[config.mk]
export PLATFORM = sky130hd
export DESIGN_NAME = cpad_aligner
export DESIGN_NICKNAME = d
export VERILOG_FILES = /design/src/verilog/cpad_pkg.sv /design/src/verilog/cpad_aligner.sv /design/src/verilog/cpad_settle_timer.sv
export VERILOG_INCLUDE_DIRS = /design/src /design/src/verilog
export SDC_FILE = /design/constraint.sdc
export NUM_CORES = 1
export LEC_CHECK = 0
export BUFFER_PORTS_ARGS = -buffer_cell sky130_fd_sc_hd__buf_4
export CAP_MARGIN = 20
export CELL_PAD_IN_SITES_DETAIL_PLACEMENT = 0
export CELL_PAD_IN_SITES_GLOBAL_PLACEMENT = 1
export CORE_MARGIN = 2
export CORE_UTILIZATION = 30
export CTS_CLUSTER_SIZE = 25
export DETAILED_ROUTE_END_ITERATION = 7
export GPL_ROUTABILITY_DRIVEN = 0
export PLACE_DENSITY_LB_ADDON = 0.1
export RECOVER_POWER = 100
export SLEW_MARGIN = 20
export SYNTH_ARGS = -nofsm -noshare
export SYNTH_HDL_FRONTEND = slang
export SYNTH_SLANG_ARGS = --single-unit
[constraint.sdc]
create_clock -name core_clk -period 4.2 [get_ports core_clk]
set_clock_uncertainty 0.05 [all_clocks]
set_input_delay 0.63 -clock core_clk [delete_from_list [all_inputs] [get_ports core_clk]]
set_output_delay 0.63 -clock core_clk [all_outputs]
set_load 0.01 [all_outputs]
[src/verilog/cpad_regs.svh]
`ifndef CPAD_REGS_SVH
`define CPAD_REGS_SVH
// Register offsets
`define CPAD_OFS_PD_CTRL 8'h24
`define CPAD_OFS_SLOPE_DCC 8'h25
`define CPAD_OFS_EN_GAIN 8'h26
`define CPAD_OFS_PHASE_HI 8'h27
`define CPAD_OFS_TAP_LO 8'h28
`define CPAD_OFS_GUARD 8'h29
`define CPAD_OFS_STATUS 8'h2a
`define CPAD_RST_VAL 8'h00
// Field positions
`define CPAD_DCC_BIT 7
`define CPAD_SLOPE_POS_BIT 6
`define CPAD_EN_BIT 0
`define CPAD_RD_BIT 3
`define CPAD_MODE_BIT 6
`define CPAD_TAP0_BIT 7
`define CPAD_EXACT_BIT 7
`define CPAD_RETRY_BIT 6
`define CPAD_RST_LOSS_BIT 5
// Delay line and phase scale
`define CPAD_LINE_PS 864
`define CPAD_TAP_PS 2
`define CPAD_TAP_MAX 11'sh1b0
`define CPAD_GUARD_SHIFT 3
`define CPAD_PH_HALF 5'h10
`define CPAD_KEEPOUT 5'h02
`define CPAD_LOCK_OUT 5'h04
`define CPAD_LOCK_IN 5'h03
// Timing
`define CPAD_CLK_NS 50
`define CPAD_SETTLE_NS 500
`define CPAD_SETTLE_CYC \
    ((`CPAD_SETTLE_NS + `CPAD_CLK_NS - 1) / `CPAD_CLK_NS)
`endif

[src/verilog/cpad_pkg.sv]
package cpad_pkg;
    typedef enum logic [2:0] {
        CPAD_IDLE = 3'b000,
        CPAD_SEARCH = 3'b001,
        CPAD_SLOPE = 3'b011,
        CPAD_TRACK = 3'b010,
        CPAD_FAIL = 3'b110
    } cpad_state_t;
endpackage : cpad_pkg

[src/verilog/cpad_aligner.sv]
`timescale 1ns/10ps
`include "cpad_regs.svh"
module cpad_aligner
    import cpad_pkg::*;
(
    input wire logic core_clk,
    input wire logic sys_rst,
    input wire logic reg_wr,
    input wire logic [7:0] reg_addr,
    input wire logic [7:0] reg_wdata,
    output logic [7:0] reg_rdata,
    input wire logic [4:0] measured_phase,
    output logic [8:0] delay_tap_setting,
    output logic [7:0] phase_det_ctrl,
    output logic dcc_enable
);
    logic [7:0] r24_r, r25_r, r26_r, r27_r, r28_r, r29_r, rd_r;
    logic [7:0] r24_nxt, r25_nxt, r26_nxt, r27_nxt, r28_nxt, r29_nxt;
    logic [7:0] rd_nxt;
    cpad_state_t st_r, st_nxt;
    logic [8:0] dly_r, dly_nxt, base_r, base_nxt;
    logic [8:0] up_off_r, up_off_nxt, dn_off_r, dn_off_nxt;
    logic [4:0] base_ph_r, base_ph_nxt;
    logic side_r, side_nxt, beyond_r, beyond_nxt, probe_dn_r, probe_dn_nxt;
    logic locked_r, locked_nxt, lost_r, lost_nxt, failed_r, failed_nxt;
    logic wr26, start, stop, tick, run, want_neg, match, restart_loss;
    logic up_ok, dn_ok, oor, far, near, go_up, slope_neg, keepout;
    logic [4:0] target;
    logic signed [4:0] err, pdiff;
    logic [4:0] err_abs;
    logic [1:0] gain;
    logic signed [10:0] start_s, lo, hi, up_c, dn_c, req, stepv, guard8;

    assign wr26 = reg_wr && reg_addr == `CPAD_OFS_EN_GAIN;
    assign start = wr26 && reg_wdata[`CPAD_EN_BIT];
    assign stop = wr26 && !reg_wdata[`CPAD_EN_BIT];
    assign target = r27_r[4:0];
    assign want_neg = !r25_r[`CPAD_SLOPE_POS_BIT];
    assign restart_loss = r29_r[`CPAD_RST_LOSS_BIT];
    assign start_s = {2'b00, r28_r, r27_r[`CPAD_TAP0_BIT]};
    assign guard8 = 11'({r29_r[4:0], 3'b000});
    assign lo = beyond_r ? 11'sh000 : guard8;
    assign hi = beyond_r ? `CPAD_TAP_MAX : `CPAD_TAP_MAX - guard8;
    assign up_c = start_s + 11'({2'b00, up_off_r}) + 11'sh001;
    assign dn_c = start_s - 11'({2'b00, dn_off_r}) - 11'sh001;
    assign up_ok = up_c <= hi;
    assign dn_ok = dn_c >= lo;
    assign err = measured_phase - target; // Wraps mod 32
    assign err_abs = err[4] ? 5'(-err) : err;
    assign pdiff = measured_phase - base_ph_r;
    assign match = r29_r[`CPAD_EXACT_BIT] ? err == 5'sh00
                                          : err_abs <= 5'h01;
    assign far = err_abs > `CPAD_LOCK_OUT;
    assign near = err_abs <= `CPAD_LOCK_IN;
    assign keepout = measured_phase <= `CPAD_KEEPOUT;
    assign gain = r26_r[2:1] == 2'b00 ? 2'b01 : r26_r[2:1];
    assign stepv = 11'({9'h000, gain});
    assign go_up = want_neg ? !err[4] : err[4];
    assign req = go_up ? 11'({2'b00, dly_r}) + stepv
                       : 11'({2'b00, dly_r}) - stepv;
    assign oor = req < 11'sh000 || req > `CPAD_TAP_MAX;
    assign slope_neg = probe_dn_r ? pdiff > 5'sh00 : pdiff < 5'sh00;
    assign run = st_r == CPAD_SEARCH || st_r == CPAD_SLOPE
                 || st_r == CPAD_TRACK;

    cpad_settle_timer u_timer (
        .core_clk(core_clk),
        .sys_rst(sys_rst),
        .run(run),
        .restart(wr26),
        .tick(tick)
    );

    // Configuration registers and readback
    always_comb
    begin
        r24_nxt = r24_r;
        r25_nxt = r25_r;
        r26_nxt = r26_r;
        r27_nxt = r27_r;
        r28_nxt = r28_r;
        r29_nxt = r29_r;
        if (reg_wr)
        begin
            case (reg_addr)
                `CPAD_OFS_PD_CTRL: r24_nxt = reg_wdata;
                `CPAD_OFS_SLOPE_DCC: r25_nxt = reg_wdata;
                `CPAD_OFS_EN_GAIN: r26_nxt = reg_wdata;
                `CPAD_OFS_PHASE_HI: r27_nxt = reg_wdata;
                `CPAD_OFS_TAP_LO: r28_nxt = reg_wdata;
                `CPAD_OFS_GUARD: r29_nxt = reg_wdata;
                default: r24_nxt = r24_r;
            endcase
        end
        case (reg_addr)
            `CPAD_OFS_PD_CTRL: rd_nxt = r24_r;
            `CPAD_OFS_SLOPE_DCC: rd_nxt = r25_r;
            `CPAD_OFS_EN_GAIN: rd_nxt = r26_r;
            `CPAD_OFS_PHASE_HI: rd_nxt = r26_r[`CPAD_RD_BIT]
                ? {dly_r[0], r27_r[6:0]} : r27_r;
            `CPAD_OFS_TAP_LO: rd_nxt = r26_r[`CPAD_RD_BIT]
                ? dly_r[8:1] : r28_r;
            `CPAD_OFS_GUARD: rd_nxt = r29_r;
            `CPAD_OFS_STATUS: rd_nxt = {3'b000, keepout, failed_r,
                st_r == CPAD_TRACK, lost_r, locked_r};
            default: rd_nxt = 8'h00;
        endcase
    end

    always_ff @(posedge core_clk or posedge sys_rst)
    begin
        if (sys_rst)
        begin
            r24_r <= `CPAD_RST_VAL;
            r25_r <= `CPAD_RST_VAL;
            r26_r <= `CPAD_RST_VAL;
            r27_r <= `CPAD_RST_VAL;
            r28_r <= `CPAD_RST_VAL;
            r29_r <= `CPAD_RST_VAL;
            rd_r <= 8'h00;
        end
        else
        begin
            r24_r <= r24_nxt;
            r25_r <= r25_nxt;
            r26_r <= r26_nxt;
            r27_r <= r27_nxt;
            r28_r <= r28_nxt;
            r29_r <= r29_nxt;
            rd_r <= rd_nxt;
        end
    end

    // Search and track controller
    always_comb
    begin
        st_nxt = st_r;
        dly_nxt = dly_r;
        base_nxt = base_r;
        base_ph_nxt = base_ph_r;
        up_off_nxt = up_off_r;
        dn_off_nxt = dn_off_r;
        side_nxt = side_r;
        beyond_nxt = beyond_r;
        probe_dn_nxt = probe_dn_r;
        locked_nxt = locked_r;
        lost_nxt = lost_r;
        failed_nxt = failed_r;
        if (stop)
        begin
            st_nxt = CPAD_IDLE;
            locked_nxt = 1'b0;
        end
        else if (start)
        begin
            st_nxt = CPAD_SEARCH;
            dly_nxt = start_s[8:0];
            up_off_nxt = 9'h000;
            dn_off_nxt = 9'h000;
            side_nxt = 1'b0;
            beyond_nxt = 1'b0;
            locked_nxt = 1'b0;
            lost_nxt = 1'b0;
            failed_nxt = 1'b0;
        end
        else if (tick)
        begin
            case (st_r)
                CPAD_SEARCH:
                begin
                    if (match)
                    begin
                        st_nxt = CPAD_SLOPE;
                        base_nxt = dly_r;
                        base_ph_nxt = measured_phase;
                        probe_dn_nxt = dly_r == 9'(`CPAD_TAP_MAX);
                        dly_nxt = dly_r == 9'(`CPAD_TAP_MAX)
                                  ? dly_r - 9'h001 : dly_r + 9'h001;
                    end
                    else if (up_ok && (!side_r || !dn_ok))
                    begin
                        dly_nxt = up_c[8:0];
                        up_off_nxt = up_off_r + 9'h001;
                        side_nxt = 1'b1;
                    end
                    else if (dn_ok)
                    begin
                        dly_nxt = dn_c[8:0];
                        dn_off_nxt = dn_off_r + 9'h001;
                        side_nxt = 1'b0;
                    end
                    else if (!beyond_r)
                    begin
                        beyond_nxt = 1'b1;
                    end
                    else
                    begin
                        failed_nxt = 1'b1;
                        dly_nxt = start_s[8:0];
                        up_off_nxt = 9'h000;
                        dn_off_nxt = 9'h000;
                        beyond_nxt = 1'b0;
                        st_nxt = r29_r[`CPAD_RETRY_BIT] ? CPAD_SEARCH
                                                        : CPAD_FAIL;
                    end
                end
                CPAD_SLOPE:
                begin
                    if (slope_neg == want_neg)
                    begin
                        dly_nxt = base_r;
                        st_nxt = CPAD_TRACK;
                        locked_nxt = 1'b1;
                        lost_nxt = 1'b0;
                    end
                    else
                    begin
                        st_nxt = CPAD_SEARCH;
                    end
                end
                CPAD_TRACK:
                begin
                    if (err != 5'sh00 && !oor)
                    begin
                        dly_nxt = req[8:0];
                    end
                    if (far || (oor && err != 5'sh00))
                    begin
                        locked_nxt = 1'b0;
                        lost_nxt = lost_r || locked_r;
                        if (restart_loss)
                        begin
                            st_nxt = CPAD_SEARCH;
                            dly_nxt = start_s[8:0];
                            up_off_nxt = 9'h000;
                            dn_off_nxt = 9'h000;
                            side_nxt = 1'b0;
                            beyond_nxt = 1'b0;
                        end
                    end
                    else if (near)
                    begin
                        locked_nxt = 1'b1;
                        lost_nxt = 1'b0;
                    end
                end
                CPAD_IDLE, CPAD_FAIL: st_nxt = st_r;
                default: st_nxt = CPAD_IDLE;
            endcase
        end
    end

    always_ff @(posedge core_clk or posedge sys_rst)
    begin
        if (sys_rst)
        begin
            st_r <= CPAD_IDLE;
            dly_r <= 9'h000;
            base_r <= 9'h000;
            base_ph_r <= 5'h00;
            up_off_r <= 9'h000;
            dn_off_r <= 9'h000;
            side_r <= 1'b0;
            beyond_r <= 1'b0;
            probe_dn_r <= 1'b0;
            locked_r <= 1'b0;
            lost_r <= 1'b0;
            failed_r <= 1'b0;
        end
        else
        begin
            st_r <= st_nxt;
            dly_r <= dly_nxt;
            base_r <= base_nxt;
            base_ph_r <= base_ph_nxt;
            up_off_r <= up_off_nxt;
            dn_off_r <= dn_off_nxt;
            side_r <= side_nxt;
            beyond_r <= beyond_nxt;
            probe_dn_r <= probe_dn_nxt;
            locked_r <= locked_nxt;
            lost_r <= lost_nxt;
            failed_r <= failed_nxt;
        end
    end

    assign delay_tap_setting = dly_r;
    assign reg_rdata = rd_r;
    assign phase_det_ctrl = r24_r;
    assign dcc_enable = r25_r[`CPAD_DCC_BIT];
endmodule : cpad_aligner

[src/verilog/cpad_settle_timer.sv]
`timescale 1ns/10ps
`include "cpad_regs.svh"
module cpad_settle_timer
    import cpad_pkg::*;
(
    input wire logic core_clk,
    input wire logic sys_rst,
    input wire logic run,
    input wire logic restart,
    output logic tick
);
    localparam logic [7:0] LAST = 8'(`CPAD_SETTLE_CYC - 1);
    logic [7:0] cnt_r;
    logic [7:0] cnt_nxt;

    // Measurement settles after each tap change
    always_comb
    begin
        cnt_nxt = cnt_r + 8'h01;
        if (restart || !run || cnt_r == LAST)
        begin
            cnt_nxt = 8'h00;
        end
    end

    always_ff @(posedge core_clk or posedge sys_rst)
    begin
        if (sys_rst)
        begin
            cnt_r <= 8'h00;
        end
        else
        begin
            cnt_r <= cnt_nxt;
        end
    end

    assign tick = run && !restart && cnt_r == LAST;
endmodule : cpad_settle_timer

Word-level counts from Yosys, hierarchy flattened
Index checks and enable logic that the tools add are counted.
Widths: inputs -> output; s select.
Operators by class
  bitwise logic cells: 2
  $lt $le $gt $ge: 10
  equality and inequality tests: 37
  reduce and logical (&&, ||, !) cells: 53
  $add $sub $neg: 15
  mux-type cells: 86
Operators with widths (count)
  $mux 9: 24
  $eq 8x6->1 const B: 7
  $pmux 8 s7: 1
  $pmux 9 s2: 2
  $mux 1: 34
  $mux 8: 4
  $mux 3: 10
  $add 9x1->9 const B: 3
  $pmux 9 s3: 1
  $ne 4x3->1 const B: 6
  $reduce_and 8->1: 3
  $mux 11: 2
  $reduce_and 7->1: 3
  $ne 3x3->1 const B: 5
  $ne 5x5->1 const B: 3
  $reduce_and 5->1: 3
  $pmux 3 s4: 1
  $reduce_and 2->1: 6
  $add 10x1->11 const B: 1
  $ge 11x9->1: 1
  $gt 11x10->1 const B: 1
  $le 11x11->1: 1
  $lt 11x1->1 const B: 1
  $sub 10x2->11 const B: 1
  other kinds (41): 79
Storage, ports and cells
  logic and storage cells: 223
  register bits after elaboration: 114

Longest topological paths before layout
  depth in word-level cells: 14
  gate-level depth with buffers: 21

Modules after synthesis
Synthesis repeated with hierarchy kept, for this count alone.
Second synthesis, totals
  cell total of the unflattened synthesis: 1041
  area, all modules: 9173.8 µm²
By module, submodules not included
  cpad_aligner: times used 1, area an instance 8764.7 µm², cells an instance 999
  cpad_settle_timer: times used 1, area an instance 409.1 µm², cells an instance 42

Worst setup path after synthesis
No wires, ideal clock.
  path type: reg2reg
  from: register r27_r[7]
  to: register st_r[2]
  setup time: 0.125 ns
  clock period less this slack: 4.654 ns
  path slack: -0.454 ns
  stages on the path, launching flop included: 20
  required time: 4.025 ns
  data arrival time: 4.479 ns
  cell sequence: dfrtp_1 -> inv_1 -> ha_1 -> fa_1 -> nand2b_1 -> a21oi_1 -> xor2_1 -> nor4b_1 -> nand2_1 -> xor2_1 -> ha_1 -> nor4_1 -> a31oi_1 -> a311o_1 -> nand3_1 -> buf_2 -> a311o_1 -> nand3_1 -> o21ai_0 -> mux2_2
Between the ends
  word-level cells in the longest chain between the ends: 8
  elaborated cells on any way between the ends: 12
  those cells by class: add/sub: 4; order compare: 2; eq/ne: 2; reduce/logical: 4
RTL lines
  start, declared: line cpad_aligner.sv:17  | logic [7:0] r24_r, r25_r, r26_r, r27_r, r28_r, r29_r, rd_r;
  start signal, assigned: line cpad_aligner.sv:117  | r27_r <= `CPAD_RST_VAL;
  start signal, assigned: line cpad_aligner.sv:127  | r27_r <= r27_nxt;
  $sub 9x9->10: line cpad_aligner.sv:45  | assign dn_c = start_s - 11'({2'b00, dn_off_r}) - 11'sh001;
  $sub 10x2->11: line cpad_aligner.sv:45
  $ge 11x9->1: line cpad_aligner.sv:47  | assign dn_ok = dn_c >= lo;
  $logic_not 1->1: line cpad_aligner.sv:180  | else if (up_ok && (!side_r || !dn_ok))
  $logic_or 1x1->1: line cpad_aligner.sv:180
  $logic_and 1x1->1: line cpad_aligner.sv:180
  $ne 5x5->1 (no line)
  $reduce_and 7->1 (no line) (*)
  end signal, assigned: line cpad_aligner.sv:272  | st_r <= st_nxt;
  end, declared: line cpad_aligner.sv:20  | cpad_state_t st_r, st_nxt;
Mark *: on every way between the ends. The rest lies on a longest branch, timed or not.
A chain may end at the register's enable or synchronous reset.

Final worst setup path
  from: register r27_r[7]
  to: register dn_off_r[7]
Between the ends
  word-level cells in the longest chain between the ends: 9
  elaborated cells on any way between the ends: 18
  those cells by class: add/sub: 4; order compare: 2; eq/ne: 2; mux: 6; reduce/logical: 4
RTL lines
  $sub 9x9->10: line cpad_aligner.sv:45
  $sub 10x2->11: line cpad_aligner.sv:45
  $ge 11x9->1: line cpad_aligner.sv:47
  $mux 9: line cpad_aligner.sv:186  | else if (dn_ok)
  $mux 9: line cpad_aligner.sv:180
  $mux 9: line cpad_aligner.sv:171  | if (match)
  $pmux 9 s2: line cpad_aligner.sv:168  | case (st_r)
  $mux 9: line cpad_aligner.sv:166  | else if (tick)
  $mux 9: line cpad_aligner.sv:154  | else if (start)
  end signal, assigned: line cpad_aligner.sv:277  | dn_off_r <= dn_off_nxt;
  end, declared: line cpad_aligner.sv:22  | logic [8:0] up_off_r, up_off_nxt, dn_off_r, dn_off_nxt;
Several ways; a longest one is shown, not always the timed one. The select of a mux whose other input is x is not followed.

==> impl_metrics.csv <==
group,metric,value,unit
placed_design,numPortBuffers,49,
clock_network,clock_sink_count,114,
yosys,postSynthNetCount,1061,
global_routing,first_global_vias,8141,
setup_path,path_common_cell,"a21oi_4",
run,cap_viol_max_count,2,
final_layout,multi_input_area,6010,sq um
clock_network,clkSlewWorstSetupHoldPaths,0.07,ns
pwr,power_density,311,nW/um^2
status,status,"complete, but fails checks",
final_layout,fill_cells,2911,
clock_network,clk_root_buffer_cell,"clkbuf_16",
timing,final_layout_setup_total_negative_slack,-5.15,ns
global_routing,wire_length_of_the_first_global_routing_pass,48500,microns
floorplanning,floorplan_die_area,30500,sq um
yosys,synth.yosys.warnings,0,
status,violations_in_the_final_reports,"capacitance limit, slew limit, setup timing",
global_routing,global_route.overflow_total,0,
detailed_routing,routed_wl,31600,microns
setup_path,path_cells,"inv_2 > ha_2 > fa_2 > nand2b_4 > a21oi_4 > xor2_4 > nor4_4 > xnor2_2 > ha_4 > o21ai_1 > nand2b_1 > a21oi_2 > a31oi_2 > a311o_1 > nand3_2 > o21ba_2 > o21ai_4 > a21oi_4 > buf_6 > or4_1 > o211ai_1",
min_path,min-delay-path-class,"reg2reg",
yosys,synth_cell_types,83,
yosys,syn_avg_cell_area,8.98,sq um
pwr,vdd_ir_drop_max,263,uV
clock_network,worst_skew_pair.late_latency,0.43,ns
setup_path,end_kind,"flip-flop",
detailed_routing,dr.pass1.iters,5,
setup_path,required_time_of_the_worst_setup_path,4.50,ns
final_layout,post-route-util,41.4,%
detailed_routing,antenna_violating_nets_post_route,0,
floorplanning,num_rows,62,
yosys,yosysTopAreaCell,"dfrtp_1",
yosys,synthesis.area,8740,sq um
floorplanning,core_region_area,28700,sq um
yosys,async_reset_ff_share,100,%
clock_network,deepest_clock_path_buffer_count,2,
final_layout,regArea,2860,sq um
timing,timing.final.max_slew_violations,117,
setup_path,crit_path_start_kind,"flip-flop",
timing,tightestPinTransition,2.81,ns
pwr,static-leakage-power,0.00548,uW
setup_path,timing.critical_path.arrival,4.77,ns
floorplanning,initial_utilization,30.4,%
detailed_routing,drt-wirelength-per-cell,19.9,microns
yosys,post_synth_top_cells,"114 x dfrtp_1, 106 x nand2_1, 70 x nor2_1",
detailed_routing,per_cell_via_count_in_the_routed_design,5.16,
yosys,post-synth-top-area-fraction,32.7,%
setup_path,critical-path-max-stage-delay,0.50,ns
yosys,cells_after_synth,973,
floorplanning,die_x,175,microns
timing,post-route-period-util,107,%
timing,finalSetupViolations,30,
yosys,ys_top_cells_by_area,"dfrtp_1 33%, ha_1 8.2%, mux2_2 7.2%, nand2_1 4.6%, mux2i_1 3.3%",
yosys,synth_enable_flop_cells,0,
floorplanning,top_level_ports,50,
final_layout,number_of_antenna_repair_diodes,0,
timing,setup_repair_after_global_routing_missed_its_margin,"yes",
placed_design,dp_hpwl,23900,microns
clock_network,cts_tree,"done",
global_routing,track_usage,20.8,%
timing,time_the_worst_path_needs_with_i_o_delays_and_setup,4.47,ns
pwr,totalPowerFinal,3700,uW
global_routing,number_of_antenna_violations_at_the_first_check_in_global_routing,0,
global_routing,largest_net_degree_at_the_start_of_global_routing,61,
timing,relSlewSlack,-88.3,%
yosys,synthesis_stage_register_bit_count,114,
clock_network,cts_hold_buffers,0,
timing,final_critical_path_setup_slack,-0.274,ns
timing,timing.fmax,224,MHz
final_layout,syn2layout_area_growth,36.2,%
yosys,yosys.cell_count.top_type,"dfrtp_1",
detailed_routing,routed-via-count,8220,
timing,worst_hold_slack,0.430,ns
setup_path,cpMaxStageDelayCell,"or4_1",
setup_path,timing.setup.critical_path_class,"reg2reg",
detailed_routing,detailedRoute.firstIterationViolations,511,
clock_network,number_of_clock_buffers_inserted_by_tritoncts,17,
yosys,synth_sequential_area_ratio,32.7,%
detailed_routing,drc_errors,0,
final_layout,final_cells,1592,
timing,report.final.hold_viol_count,0,
yosys,ys.flop_type,"dfrtp_1",
final_layout,drive_gt1_share,31.0,%
clock_network,clock_tree.htree_level_count,4,
floorplanning,fp.dieH,175,microns
setup_path,worstPathMaxFanout,5,
placed_design,dp.cells,1539,
final_layout,nNetsFinal,1283,
-- path summary, 6_finish.rpt --
path	start	end	slack, ns	cells past startpoint
min in group asynchronous	sys_rst	base_r[1]	0.95	2
max in group asynchronous	sys_rst	up_off_r[8]	0.67	3
worst max register to register	r27_r[7]	dn_off_r[7]	-0.27	21
worst min-delay path	base_r[7]	base_r[7]	0.43	2
worst max-delay path	r27_r[7]	dn_off_r[7]	-0.27	21
worst min register to register	base_r[7]	base_r[7]	0.43	2
-- worst max-delay path: cells and delay by family (launching register included) --
kind | cells | cell delay (ns)
AO/OA/AOI/OAI | 9 | 1.32
XOR/XNOR | 2 | 0.30
adder cells (fa/ha/maj) | 3 | 0.85
buffers and inverters | 2 | 0.20
flip-flops | 1 | 0.35
AND/OR/NAND/NOR | 5 | 1.32
-- cells in the final DEF (no fill, tap or decap), types with 18 or more instances in the layout --
| master | Yosys | layout |
|---|---|---|
| clkbuf_1 | 26 | 32 |
| inv_1 | 55 | 52 |
| ha_1 | 57 | 51 |
| xor2_1 | 24 | 21 |
| nand3_1 | 33 | 30 |
| buf_4 | 2 | 182 |
| dfrtp_1 | 114 | 111 |
| o21ai_1 | 6 | 19 |
| xnor2_1 | 24 | 23 |
| nor2_1 | 70 | 69 |
| nand2_1 | 106 | 102 |
| mux2_2 | 56 | 52 |
| mux2i_1 | 29 | 26 |
| o21ai_0 | 50 | 33 |
| clkbuf_16 | 0 | 18 |
| a21oi_1 | 54 | 38 |
-- routing by layer --
layer,up-vias,wire [microns],global-route usage (%)
met5,-,0,0
met4,0,527,5.42
met3,37,1030,2.72
met2,151,15100,33.9
met1,4023,15000,29.0
li1,4009,-,-
-- registers in the layout (all words and copies together), names as in the netlist, 3 cells and up --
name,flops
r29_r,8
phase_det_ctrl,8
u_timer.cnt_r,8
r25_r,8
r27_r,8
dn_off_r,9
st_r,3
delay_tap_setting,9
reg_rdata,8
r26_r,8
base_ph_r,5
r28_r,8
up_off_r,9
base_r,9
-- final cells by class --
| class | count | share of cell area [%] |
|---|---|---|
| inverter | 55 | 1.75 |
| clock buffer | 18 | 3.61 |
| sequential | 114 | 24.0 |
| multi-input combinational | 772 | 50.5 |
| tap | 384 | 4.04 |
| timing repair buffer | 235 | 14.6 |
| clock inverter | 14 | 1.50 |
-- logic make-up after synthesis --
kind of cell | after synthesis | share of synthesized area [%]
simple gates | 328 | 18.6
xor+xnor | 51 | 5.54
fa+ha+maj | 64 | 9.77
compound gates | 243 | 19.0
flops | 114 | 32.7
mux | 85 | 10.5
buf+inv | 88 | 3.92
-- timing repair --
| action | in CTS | in global routing |
|---|---|---|
| pin swaps | 29 | 37 |
| hold endpoints to repair | 0 | 0 |
| cloned | 2 | 2 |
| buffers inserted | 11 | 6 |
| gates resized for setup | 46 | 56 |
| endpoints found under the setup margin | 30 | 33 |
-- metrics by stage --
step,area [sq um],setup slack [ns]
5_1_grt,11900,-0.455
3_3_place_gp,10800,-0.361
4_1_cts,11700,-0.139
6_report,11900,-0.274
3_5_place_dp,10800,-0.391
2_1_floorplan,8840,0.0104
-- power breakdown --
part | internal, uW | switching, uW | total (uW)
Clock | 943 | 599 | 1540
Combinational | 472 | 514 | 985
Sequential | 1130 | 39.8 | 1170
Total | 2540 | 1150 | 3700
Power figures use the tool's default switching activity.
